[src/include/srs_pkg.sv]
package srs_pkg;

  // ==========================================================
  // Widths and counts
  localparam int SRS_DATA_W = 8;
  localparam int SRS_ADDR_W = 8;
  localparam int SRS_WORD_W = 16;
  localparam int SRS_NUM_RESULT = 3;
  localparam int SRS_KEY_BYTES = 4;

  // ==========================================================
  // Byte offsets on the host register port
  localparam logic [7:0] SRS_OFS_PROX_CH2_LO = 8'h28;
  localparam logic [7:0] SRS_OFS_PROX_CH2_HI = 8'h29;
  localparam logic [7:0] SRS_OFS_PROX_CH3_LO = 8'h2A;
  localparam logic [7:0] SRS_OFS_PROX_CH3_HI = 8'h2B;
  localparam logic [7:0] SRS_OFS_AUX_UV_LO = 8'h2C;
  localparam logic [7:0] SRS_OFS_AUX_UV_HI = 8'h2D;
  localparam logic [7:0] SRS_OFS_PARAM_MAILBOX = 8'h2E;
  localparam logic [7:0] SRS_OFS_POWER_STATUS = 8'h30;
  localparam logic [7:0] SRS_OFS_KEY_FIRST = 8'h3B;

  // ==========================================================
  // Result channel indices on the sequencer side
  localparam logic [1:0] SRS_CH_PROX2 = 2'h0;
  localparam logic [1:0] SRS_CH_PROX3 = 2'h1;
  localparam logic [1:0] SRS_CH_AUX_UV = 2'h2;

  // ==========================================================
  // Values after reset
  localparam logic [15:0] SRS_RESULT_RESET = 16'h0000;
  localparam logic [7:0] SRS_MAILBOX_RESET = 8'h00;
  localparam logic [7:0] SRS_STATUS_RESET = 8'h00;
  localparam logic [31:0] SRS_KEY_RESET = 32'h0000_0000;
  localparam logic [7:0] SRS_UNMAPPED_READ = 8'h00;

  // ==========================================================
  // Power status field positions
  localparam int SRS_STAT_SLEEP_BIT = 0;
  localparam int SRS_STAT_SUSPEND_BIT = 1;
  localparam int SRS_STAT_AWAKE_BIT = 2;

  typedef enum logic [1:0] {
    SRS_PWR_NONE,
    SRS_PWR_SLEEP,
    SRS_PWR_SUSPEND,
    SRS_PWR_AWAKE
  } srs_pwr_e;

endpackage

[src/rtl/srs_result_word.sv]
`timescale 1ns/1ps
module srs_result_word #(
  parameter int WORD_W = srs_pkg::SRS_WORD_W
) (
  input wire logic clk_i,
  input wire logic arst_n_i,
  input wire logic ce_i,
  input wire logic meas_wr_i,
  input wire logic [WORD_W-1:0] meas_data_i,
  input wire logic host_wr_lo_i,
  input wire logic host_wr_hi_i,
  input wire logic [WORD_W/2-1:0] host_wdata_i,
  output logic [WORD_W-1:0] word_o
);

  localparam int HALF_W = WORD_W / 2;

  // Elaboration check: the word is always split into two host bytes
  if (WORD_W != 2 * srs_pkg::SRS_DATA_W) begin : g_bad_word_w
    $error("srs_result_word: WORD_W must be two bytes");
  end

  // ==========================================================
  // Storage: a fresh measurement beats a host write in the same cycle
  always_ff @(posedge clk_i or negedge arst_n_i) begin
    if (!arst_n_i) begin
      word_o <= srs_pkg::SRS_RESULT_RESET;
    end else if (ce_i) begin
      if (meas_wr_i) begin
        word_o <= meas_data_i;
      end else begin
        if (host_wr_lo_i) begin
          word_o[HALF_W-1:0] <= host_wdata_i;
        end
        if (host_wr_hi_i) begin
          word_o[WORD_W-1:HALF_W] <= host_wdata_i;
        end
      end
    end
  end

endmodule

[src/rtl/srs_regs.sv]
`timescale 1ns/1ps
module srs_regs #(
  parameter int DATA_W = srs_pkg::SRS_DATA_W,
  parameter int ADDR_W = srs_pkg::SRS_ADDR_W
) (
  input wire logic clk_i,
  input wire logic arst_n_i,
  input wire logic ce_i,
  input wire logic [ADDR_W-1:0] reg_addr_i,
  input wire logic [DATA_W-1:0] reg_wdata_i,
  input wire logic reg_wr_i,
  input wire logic reg_rd_i,
  output logic [DATA_W-1:0] reg_rdata_o,
  output logic reg_rvalid_o,
  input wire logic meas_wr_i,
  input wire logic [1:0] meas_chan_i,
  input wire logic [2*DATA_W-1:0] meas_data_i,
  input wire logic mbox_wr_i,
  input wire logic [DATA_W-1:0] mbox_data_i,
  input wire logic awake_flag_i,
  input wire logic suspend_i,
  input wire logic sleep_i,
  input wire logic [DATA_W-1:0] irq_status_i,
  input wire logic [DATA_W-1:0] irq_enable_i,
  output logic int_o,
  output logic [2*DATA_W-1:0] prox_ch2_result_o,
  output logic [2*DATA_W-1:0] prox_ch3_result_o,
  output logic [2*DATA_W-1:0] uv_level_result_o,
  output logic [DATA_W-1:0] param_mailbox_out_o,
  output logic [8*srs_pkg::SRS_KEY_BYTES-1:0] reserved_key_area_o
);

  localparam int NRES = srs_pkg::SRS_NUM_RESULT;
  localparam int NKEY = srs_pkg::SRS_KEY_BYTES;

  localparam logic [7:0] RES_LO_OFS [NRES] = '{
    srs_pkg::SRS_OFS_PROX_CH2_LO,
    srs_pkg::SRS_OFS_PROX_CH3_LO,
    srs_pkg::SRS_OFS_AUX_UV_LO
  };
  localparam logic [7:0] RES_HI_OFS [NRES] = '{
    srs_pkg::SRS_OFS_PROX_CH2_HI,
    srs_pkg::SRS_OFS_PROX_CH3_HI,
    srs_pkg::SRS_OFS_AUX_UV_HI
  };
  localparam logic [1:0] RES_CHAN [NRES] = '{
    srs_pkg::SRS_CH_PROX2,
    srs_pkg::SRS_CH_PROX3,
    srs_pkg::SRS_CH_AUX_UV
  };

  // ==========================================================
  // Elaboration checks: refuse sizes the decode cannot serve
  if (DATA_W != 8) begin : g_bad_data_w
    $error("srs_regs: registers are one byte wide");
  end
  if (ADDR_W != 8) begin : g_bad_addr_w
    $error("srs_regs: offsets need an 8-bit address");
  end
  if (NRES != 3) begin : g_bad_nres
    $error("srs_regs: three result words are mapped");
  end
  if (NKEY != 4) begin : g_bad_nkey
    $error("srs_regs: the key area spans four bytes");
  end
  if (srs_pkg::SRS_STAT_AWAKE_BIT >= DATA_W) begin : g_bad_stat_bit
    $error("srs_regs: status flags must fit in one byte");
  end
  // Key bytes sit above the status byte, so the read decode never overlaps
  if (srs_pkg::SRS_OFS_KEY_FIRST <= srs_pkg::SRS_OFS_POWER_STATUS) begin : g_bad_key_ofs
    $error("srs_regs: key area overlaps the status byte");
  end

  // ==========================================================
  // Result words
  logic [2*DATA_W-1:0] res_word [NRES];

  genvar gi;
  generate
    for (gi = 0; gi < NRES; gi++) begin : g_res
      logic hit_lo;
      logic hit_hi;
      logic meas_hit;
      assign hit_lo = reg_wr_i && (reg_addr_i == RES_LO_OFS[gi]);
      assign hit_hi = reg_wr_i && (reg_addr_i == RES_HI_OFS[gi]);
      // No unread check: a new result overwrites, the host must keep pace
      assign meas_hit = meas_wr_i && (meas_chan_i == RES_CHAN[gi]);
      srs_result_word #(
        .WORD_W(2 * DATA_W)
      ) u_word (
        .clk_i(clk_i),
        .arst_n_i(arst_n_i),
        .ce_i(ce_i),
        .meas_wr_i(meas_hit),
        .meas_data_i(meas_data_i),
        .host_wr_lo_i(hit_lo),
        .host_wr_hi_i(hit_hi),
        .host_wdata_i(reg_wdata_i),
        .word_o(res_word[gi])
      );
    end
  endgenerate

  assign prox_ch2_result_o = res_word[0];
  assign prox_ch3_result_o = res_word[1];
  assign uv_level_result_o = res_word[2];

  // ==========================================================
  // Parameter mailbox
  logic mbox_host_wr;
  assign mbox_host_wr = reg_wr_i && (reg_addr_i == srs_pkg::SRS_OFS_PARAM_MAILBOX);

  // Sequencer answers to parameter queries win over host writes
  always_ff @(posedge clk_i or negedge arst_n_i) begin
    if (!arst_n_i) begin
      param_mailbox_out_o <= srs_pkg::SRS_MAILBOX_RESET;
    end else if (ce_i) begin
      if (mbox_wr_i) begin
        param_mailbox_out_o <= mbox_data_i;
      end else if (mbox_host_wr) begin
        param_mailbox_out_o <= reg_wdata_i;
      end
    end
  end

  // ==========================================================
  // Power state tracking
  srs_pkg::srs_pwr_e pwr_reg;
  srs_pkg::srs_pwr_e pwr_next;

  // Flags should be exclusive; if not, the more awake state is shown
  always_comb begin
    if (awake_flag_i) begin
      pwr_next = srs_pkg::SRS_PWR_AWAKE;
    end else if (suspend_i) begin
      pwr_next = srs_pkg::SRS_PWR_SUSPEND;
    end else if (sleep_i) begin
      pwr_next = srs_pkg::SRS_PWR_SLEEP;
    end else begin
      pwr_next = srs_pkg::SRS_PWR_NONE;
    end
  end

  always_ff @(posedge clk_i or negedge arst_n_i) begin
    if (!arst_n_i) begin
      pwr_reg <= srs_pkg::SRS_PWR_NONE;
    end else if (ce_i) begin
      pwr_reg <= pwr_next;
    end
  end

  logic [DATA_W-1:0] status_byte;

  always_comb begin
    status_byte = srs_pkg::SRS_STATUS_RESET;
    case (pwr_reg)
      srs_pkg::SRS_PWR_AWAKE: begin
        status_byte[srs_pkg::SRS_STAT_AWAKE_BIT] = 1'b1;
      end
      srs_pkg::SRS_PWR_SUSPEND: begin
        status_byte[srs_pkg::SRS_STAT_SUSPEND_BIT] = 1'b1;
      end
      srs_pkg::SRS_PWR_SLEEP: begin
        status_byte[srs_pkg::SRS_STAT_SLEEP_BIT] = 1'b1;
      end
      default: begin
        status_byte = srs_pkg::SRS_STATUS_RESET;
      end
    endcase
  end

  // ==========================================================
  // Reserved key area, first offset holds the top byte
  logic [7:0] key_byte [NKEY];

  genvar gk;
  generate
    for (gk = 0; gk < NKEY; gk++) begin : g_key
      localparam logic [7:0] KOFS = srs_pkg::SRS_OFS_KEY_FIRST + 8'(gk);
      always_ff @(posedge clk_i or negedge arst_n_i) begin
        if (!arst_n_i) begin
          key_byte[gk] <= srs_pkg::SRS_KEY_RESET[8*(NKEY-1-gk) +: 8];
        end else if (ce_i && reg_wr_i && (reg_addr_i == KOFS)) begin
          key_byte[gk] <= reg_wdata_i;
        end
      end
      assign reserved_key_area_o[8*(NKEY-1-gk) +: 8] = key_byte[gk];
    end
  endgenerate

  // ==========================================================
  // Read path: data is taken before any same-cycle update lands
  logic [DATA_W-1:0] rd_mux;

  always_comb begin
    rd_mux = srs_pkg::SRS_UNMAPPED_READ;
    for (int i = 0; i < NRES; i++) begin
      if (reg_addr_i == RES_LO_OFS[i]) begin
        rd_mux = res_word[i][DATA_W-1:0];
      end
      if (reg_addr_i == RES_HI_OFS[i]) begin
        rd_mux = res_word[i][2*DATA_W-1:DATA_W];
      end
    end
    for (int k = 0; k < NKEY; k++) begin
      if (reg_addr_i == srs_pkg::SRS_OFS_KEY_FIRST + 8'(k)) begin
        rd_mux = key_byte[k];
      end
    end
    if (reg_addr_i == srs_pkg::SRS_OFS_PARAM_MAILBOX) begin
      rd_mux = param_mailbox_out_o;
    end
    if (reg_addr_i == srs_pkg::SRS_OFS_POWER_STATUS) begin
      rd_mux = status_byte;
    end
  end

  always_ff @(posedge clk_i or negedge arst_n_i) begin
    if (!arst_n_i) begin
      reg_rdata_o <= srs_pkg::SRS_UNMAPPED_READ;
    end else if (ce_i && reg_rd_i) begin
      reg_rdata_o <= rd_mux;
    end
  end

  always_ff @(posedge clk_i or negedge arst_n_i) begin
    if (!arst_n_i) begin
      reg_rvalid_o <= 1'b0;
    end else if (ce_i) begin
      reg_rvalid_o <= reg_rd_i;
    end
  end

  // ==========================================================
  // Interrupt request
  always_ff @(posedge clk_i or negedge arst_n_i) begin
    if (!arst_n_i) begin
      int_o <= 1'b0;
    end else if (ce_i) begin
      int_o <= |(irq_status_i & irq_enable_i);
    end
  end

endmodule

[config.mk]
export PLATFORM = sky130hd
export DESIGN_NAME = srs_regs
export DESIGN_NICKNAME = d
export VERILOG_FILES = /design/src/include/srs_pkg.sv /design/src/rtl/srs_result_word.sv /design/src/rtl/srs_regs.sv
export SDC_FILE = /design/constraint.sdc
export NUM_CORES = 1
export LEC_CHECK = 0
export ABC_AREA = 1
export BUFFER_PORTS_ARGS = -buffer_cell sky130_fd_sc_hd__buf_2
export CAP_MARGIN = 20
export CORE_ASPECT_RATIO = 1.5
export CORE_MARGIN = 10
export CORE_UTILIZATION = 35
export DETAILED_ROUTE_END_ITERATION = 16
export REMOVE_ABC_BUFFERS = 1
export SYNTH_ARGS = -nofsm -noshare
export SYNTH_HDL_FRONTEND = slang
export SYNTH_HIERARCHICAL = 1
export SYNTH_SLANG_ARGS = --single-unit
[constraint.sdc]
create_clock -name clk_i -period 2.1 [get_ports clk_i]
set_clock_uncertainty 0.2 [all_clocks]
set_input_delay 0.21 -clock clk_i [delete_from_list [all_inputs] [get_ports clk_i]]
set_output_delay 0.21 -clock clk_i [all_outputs]
set_load 0.05 [all_outputs]
After elaboration in Yosys (flattened, before gate mapping)
Cells that the tools add are included.
{"block": "word_totals", "reg_bits": 100, "latchBits": 0, "mem_bits_rw": 0, "rom_bits": 0, "input_bits": 68, "output_inout_bits": 98, "elab_cells": 94, "n_memories": 0}
{"block": "op_classes", "addsub": 0, "multipliers": 0, "div": 0, "n_lt_le_gt_ge": 0, "eq_ne": 17, "shift": 0, "muxes": 29, "bitwise": 1, "n_reduce_logical": 32}
{"cell": "2-to-1 mux 8 bit", "count": 20}
{"cell": "== test 8 x 6 -> 1 bit, second input constant", "count": 12}
{"cell": "2-to-1 mux 16 bit", "count": 3}
{"cell": "logical AND 1 bit", "count": 16}
{"cell": "AND reduction 2 bit", "count": 7}
{"cell": "nonzero test 2 bit", "count": 7}
{"cell": "AND 8 bit", "count": 1}
{"cell": "OR reduction 8 bit", "count": 1}
{"cell": "== test 2 bit, second input constant", "count": 3}
{"cell": "== test 2 x 1 -> 1 bit, second input constant", "count": 2}
{"cell": "2-to-1 mux 1 bit", "count": 4}
{"cell": "2-to-1 mux 2 bit", "count": 2}
{"cell": "logical NOT 2 bit", "count": 1}

Longest topological paths before layout
{"block": "logic_depth", "depth_word": 13, "depth_mapped": 13, "ltp_nobuf": 13}

Cells and area by module
The synthesis kept the hierarchy.
{"module": "srs_regs", "instances": 1, "cells_each": 427, "area_each_um2": 3049.2, "seq_area_each_um2": 1301.2}
{"module": "srs_result_word", "instances": 3, "cells_each": 114, "area_each_um2": 827.0, "seq_area_each_um2": 400.4}

Least setup slack after synthesis
OpenSTA, ideal clock, no wires.
{"block": "synth_timing", "kind": "in2reg", "from": "in reg_addr_i[4]", "to": "reg g_res[1].u_word.word_o[11]", "setup_time_ns": 0.066, "arrival_time_ns": 1.359, "required_time_ns": 1.834, "path_slack_ns": 0.475, "path_stages": 10, "path_buffers": 1, "path_cell_list": "inv_1 -> nand2_1 -> nor2_4 -> buf_4 -> nand2_2 -> nor2_1 -> nor2_1 -> nor2_4 -> nand2_1 -> nand2_1"}
{"block": "synth_via", "elab_chain_cells": 4}
{"element": "from (decl)", "line": "srs_regs.sv:9", "source": "input wire logic [ADDR_W-1:0] reg_addr_i,"}
{"element": "== test 8 x 6 -> 1 bit", "line": "srs_regs.sv:85", "source": "assign hit_hi = reg_wr_i && (reg_addr_i == RES_HI_OFS[gi]);"}
{"element": "logical AND 1 bit", "line": "srs_regs.sv:85"}
{"element": "net g_res[1].hit_hi", "line": "srs_regs.sv:82", "source": "logic hit_hi;"}
{"element": "nonzero test 2 bit (no line)"}
{"element": "AND reduction 2 bit (no line)"}
{"element": "to (signal assigned)", "line": "srs_result_word.sv:30", "source": "word_o <= meas_data_i;"}
{"element": "to (signal, indexed assignment)", "line": "srs_result_word.sv:33", "source": "word_o[HALF_W-1:0] <= host_wdata_i;"}
{"element": "to (signal, indexed assignment)", "line": "srs_result_word.sv:36", "source": "word_o[WORD_W-1:HALF_W] <= host_wdata_i;"}
{"element": "to (decl)", "line": "srs_result_word.sv:13", "source": "output logic [WORD_W-1:0] word_o"}
The timed path passes the listed nets, and every way through them passes these cells.
A chain may end at the register's enable or synchronous reset.

Final worst setup path
{"block": "layout_timing", "from": "in reg_addr_i[4]", "to": "reg reg_rdata_o[3]"}
{"block": "layout_via", "elab_chain_cells": 13, "elab_cells_between_ends": 24, "cone_classes": "eq/ne (12); mux (12)"}
{"element": "== test 8 x 6 -> 1 bit", "line": "srs_regs.sv:198", "source": "if (reg_addr_i == RES_LO_OFS[i]) begin"}
{"element": "2-to-1 mux 8 bit", "line": "srs_regs.sv:198"}
{"element": "2-to-1 mux 8 bit", "line": "srs_regs.sv:201", "source": "if (reg_addr_i == RES_HI_OFS[i]) begin"}
{"element": "2-to-1 mux 8 bit", "line": "srs_regs.sv:198"}
{"element": "2-to-1 mux 8 bit", "line": "srs_regs.sv:201"}
{"element": "2-to-1 mux 8 bit", "line": "srs_regs.sv:198"}
{"element": "2-to-1 mux 8 bit", "line": "srs_regs.sv:201"}
{"element": "2-to-1 mux 8 bit (4 in series)", "line": "srs_regs.sv:206", "source": "if (reg_addr_i == srs_pkg::SRS_OFS_KEY_FIRST + 8'(k)) begin"}
{"element": "2-to-1 mux 8 bit", "line": "srs_regs.sv:210", "source": "if (reg_addr_i == srs_pkg::SRS_OFS_PARAM_MAILBOX) begin"}
{"element": "2-to-1 mux 8 bit (*)", "line": "srs_regs.sv:213", "source": "if (reg_addr_i == srs_pkg::SRS_OFS_POWER_STATUS) begin"}
{"element": "to (signal assigned)", "line": "srs_regs.sv:220", "source": "reg_rdata_o <= srs_pkg::SRS_UNMAPPED_READ;"}
{"element": "to (signal assigned)", "line": "srs_regs.sv:222", "source": "reg_rdata_o <= rd_mux;"}
{"element": "to (decl)", "line": "srs_regs.sv:13", "source": "output logic [DATA_W-1:0] reg_rdata_o,"}
Mark *: on every way between the ends. The rest lies on a longest branch, timed or not.

==> impl_results.md <==
* Max_slew headroom at 68.1%
* FILL cells at 1634
* Post-CTS setup buffers at 0
* Clock Latency Late Sink at approximately 0.36 ns
* Top FF cell, synth: dfrtp_1
* Cell with the largest stage delay on the worst path: o21ai_0
* Sink Count at 100
* Wirelength per Cell at 17.6 um
* Via count at 5695
* Area of the mapped netlist at 5530 um^2
* FMAX at 556 MHz
* CTS clk-pin slew, worst paths at roughly 0.080 ns
* Diodes inserted at 0
* Fraction of layout cells with a size suffix above 1 at 25.3%
* Yosys warnings at 6
* Final hold violation count at 1
* Antenna violations before repair at 0
* Cell mode on critical path: nand2_1
* Setup TNS at 0 ns
* Die height at about 170 um
* Initial DRC Count at approximately 420
* Total track usage at 19.8%
* Pre-CTS WS at -0.0546 ns
* Die ar. at 21300 um^2
* CTS max path bufs at 2
* Sequential element share of the synthesized area at a little under half
* DRC at 0
* Starting Density at 35.6%
* Reg2reg start: g_res[0].u_word/word_o[0]
* Nets@finish at 1045
* Largest net degree at the start of global routing at 63
* Vias in the first global route at 5841
* Post-synth EDFFs at 0
* Critical path launch point type: primary input
* Reg2reg end: reg_rdata_o[0]
* CP Data Required Time at 2.15 ns
* Hold Path End: int_o
* WHS at -0.0391 ns
* Largest register FFs at 48
* Data arrival, critical path at 1.85 ns
* Non-Filler Instances at 1185
* Post-layout instance area at 7260 um^2
* Vias per Instance at 4.81
* CP Class: primary input to register
* Failing checks: hold timing
* Core area at 15600 um^2
* PortBufs at 165
* Worst reg2reg path depth at 8
* Cell Chain, Critical Path: buf_2 > inv_1 > nand2_1 > nor2_4 > buf_12 > nand2_1 > o21ai_0 > nand4_1 > a21boi_1 > nand4_1 > nand2_1 > nand2_1
* Layout Area Growth over Synthesis at 31.3%
* Max cap viols at 0
* Crit end category: register
* RSZ-0062 raised after global routing: no
* Syn Inst Count at 769
* Placed Area at between 6000 and 7000 um^2
* Pre-Repair DR Iteration Count at 5
* CTS root buffer: clkbuf_16
* P_leak at 3.99 nW
* Worst hold start: irq_enable_i[3]
* Post-synth cell types at 35
* FP Rows at 56
* Global-route wire length before repair at 32800 um
* Fin crit period at 1.80 ns
* Placed insts at about 1100
* Top reg by flops: g_res.u_word/word_o
* Setup ws final at 0.302 ns
* Post-DP HPWL at 17100 um
* Antenna Nets Post-Route at 0
* Final worst path period share at a little under nine tenths
* I/O pin total at roughly 170
* Cts bufs inserted at 9
* Total congestion overflow at 0
* Status: finished with violations
* Worst path max stage delay at 0.31 ns
* Area of the multi-input gates at 2720 um^2
* Total Wirelength at 20800 um
* Average cell area after synthesis at 7.19 um^2
* Power Density at 808 nW/um^2
* Register area at 2500 um^2
* Hold Path Class: primary input to register
* Worst reg-to-reg setup slack at approximately 0.39 ns
* Hold Path Stages at 3
* GP Congestion at 0.911
* Fin. max-slew vios at 0
* CTS tree: built
* H-tree depth at 3
* Peak supply drop at 442 uV
* CP Max Fanout at 25
* Seq cells post-synth at 100
* Worst Max-Slew Pin Slew at 0.478 ns
* Setup violators final at 0
* Die W at 123 um
* Async SR Flop Fraction at 100%
-- worst max-delay path by stage --
stage                     from                         end  slack [ns]  cells past startpoint
2_1_floorplan        meas_wr_i  g_res[1].u_word/word_o[11]       -0.49                      6
3_3_place_gp     reg_addr_i[4]              reg_rdata_o[3]       -0.07                     12
3_5_place_dp     reg_addr_i[4]              reg_rdata_o[3]       -0.05                     12
4_1_cts        irq_enable_i[7]                       int_o        0.02                      6
5_1_grt          reg_addr_i[4]              reg_rdata_o[3]        0.19                     12
6_report         reg_addr_i[4]              reg_rdata_o[3]        0.30                     12
-- cells in the mapped netlist (6+ instances only) --
cell type / n / area (um^2)
o21ai_0: 30 / 150
buf_2: 7 / 35.0
a21oi_1: 19 / 95.1
nand2_2: 9 / 56.3
nor2_1: 49 / 184
o21ai_1: 17 / 85.1
nand2_1: 395 / 1480
nand3_1: 24 / 120
dfrtp_1: 100 / 2500
nand4_1: 13 / 81.3
inv_1: 43 / 161
o21ai_4: 6 / 97.6
nor2_4: 8 / 90.1
inv_2: 11 / 41.3
-- logic make-up (layout without fill, tap and decap cells) --
kind of cell,after synthesis,in the layout,synth area share (%)
buffers and inverters,70,283,6.00
AOI/OAI and AO/OA,82,82,9.21
DFF,100,100,45.2
and+or+nand+nor,517,517,39.5
-- cell usage in the layout (no fill, tap or decap), types with 2 or more instances in the layout --
| cell type | n |
|---|---|
| or2_1 | 3 |
| o21ai_1 | 17 |
| nor3_1 | 2 |
| nand2_2 | 9 |
| nand3b_1 | 2 |
| or2_0 | 2 |
| nand4_1 | 13 |
| inv_6 | 3 |
| nor2_1 | 49 |
| nor3_4 | 5 |
| o21ai_0 | 30 |
| inv_1 | 43 |
| nor2_4 | 8 |
| o21ai_4 | 6 |
| nand2_1 | 395 |
| buf_12 | 3 |
| buf_4 | 19 |
| inv_8 | 2 |
| inv_2 | 11 |
| nand3_1 | 24 |
| a21oi_1 | 19 |
| buf_2 | 164 |
| clkbuf_16 | 9 |
| dlygate4sd3_1 | 27 |
| a221oi_1 | 2 |
| dfrtp_1 | 100 |
-- critical path, delay by kind of cell --
kind	cells	cell delay (ns)
simple gates	7	0.81
compound gates	2	0.50
buf+inv	3	0.32
-- power breakdown --
part	switching, mW	leakage (nW)	internal [mW]
registers	0.257	1.29	2.16
logic	1.37	2.55	0.417
clock network	0.821	0.141	0.837
-- routing by layer --
layer	global-route usage, %	part of all wire [%]	up-vias
li1	-	-	2850
met1	22.3	39	2615
met2	35.3	52	193
met3	3.41	5.7	37
met4	8.37	3.4	0
met5	0	0	-
-- cell type report --
cell class	count	area share [%]
well taps	203	3.50
clock buffers	9	3.10
clock inverters	7	0.896
inverters	54	2.79
multi-input cells	599	37.4
flip-flops and latches	100	34.5
repair buffers	213	17.8
-- per-stage QoR --
step,total power [mW],util (%)
after floorplan,3.56,-
after global placement,4.21,43.0
after detailed placement,4.22,43.0
after CTS,5.91,46.7
after global routing,6.12,46.7
final,5.87,46.7
-- what timing repair did --
action | 4_1_cts | 5_1_grt
resized for setup | 0 | 2
setup endpoints to repair | 0 | 2
endpoints found under the hold margin | 125 | 0
hold buffers | 29 | 0
Power figures use the tool's default switching activity.
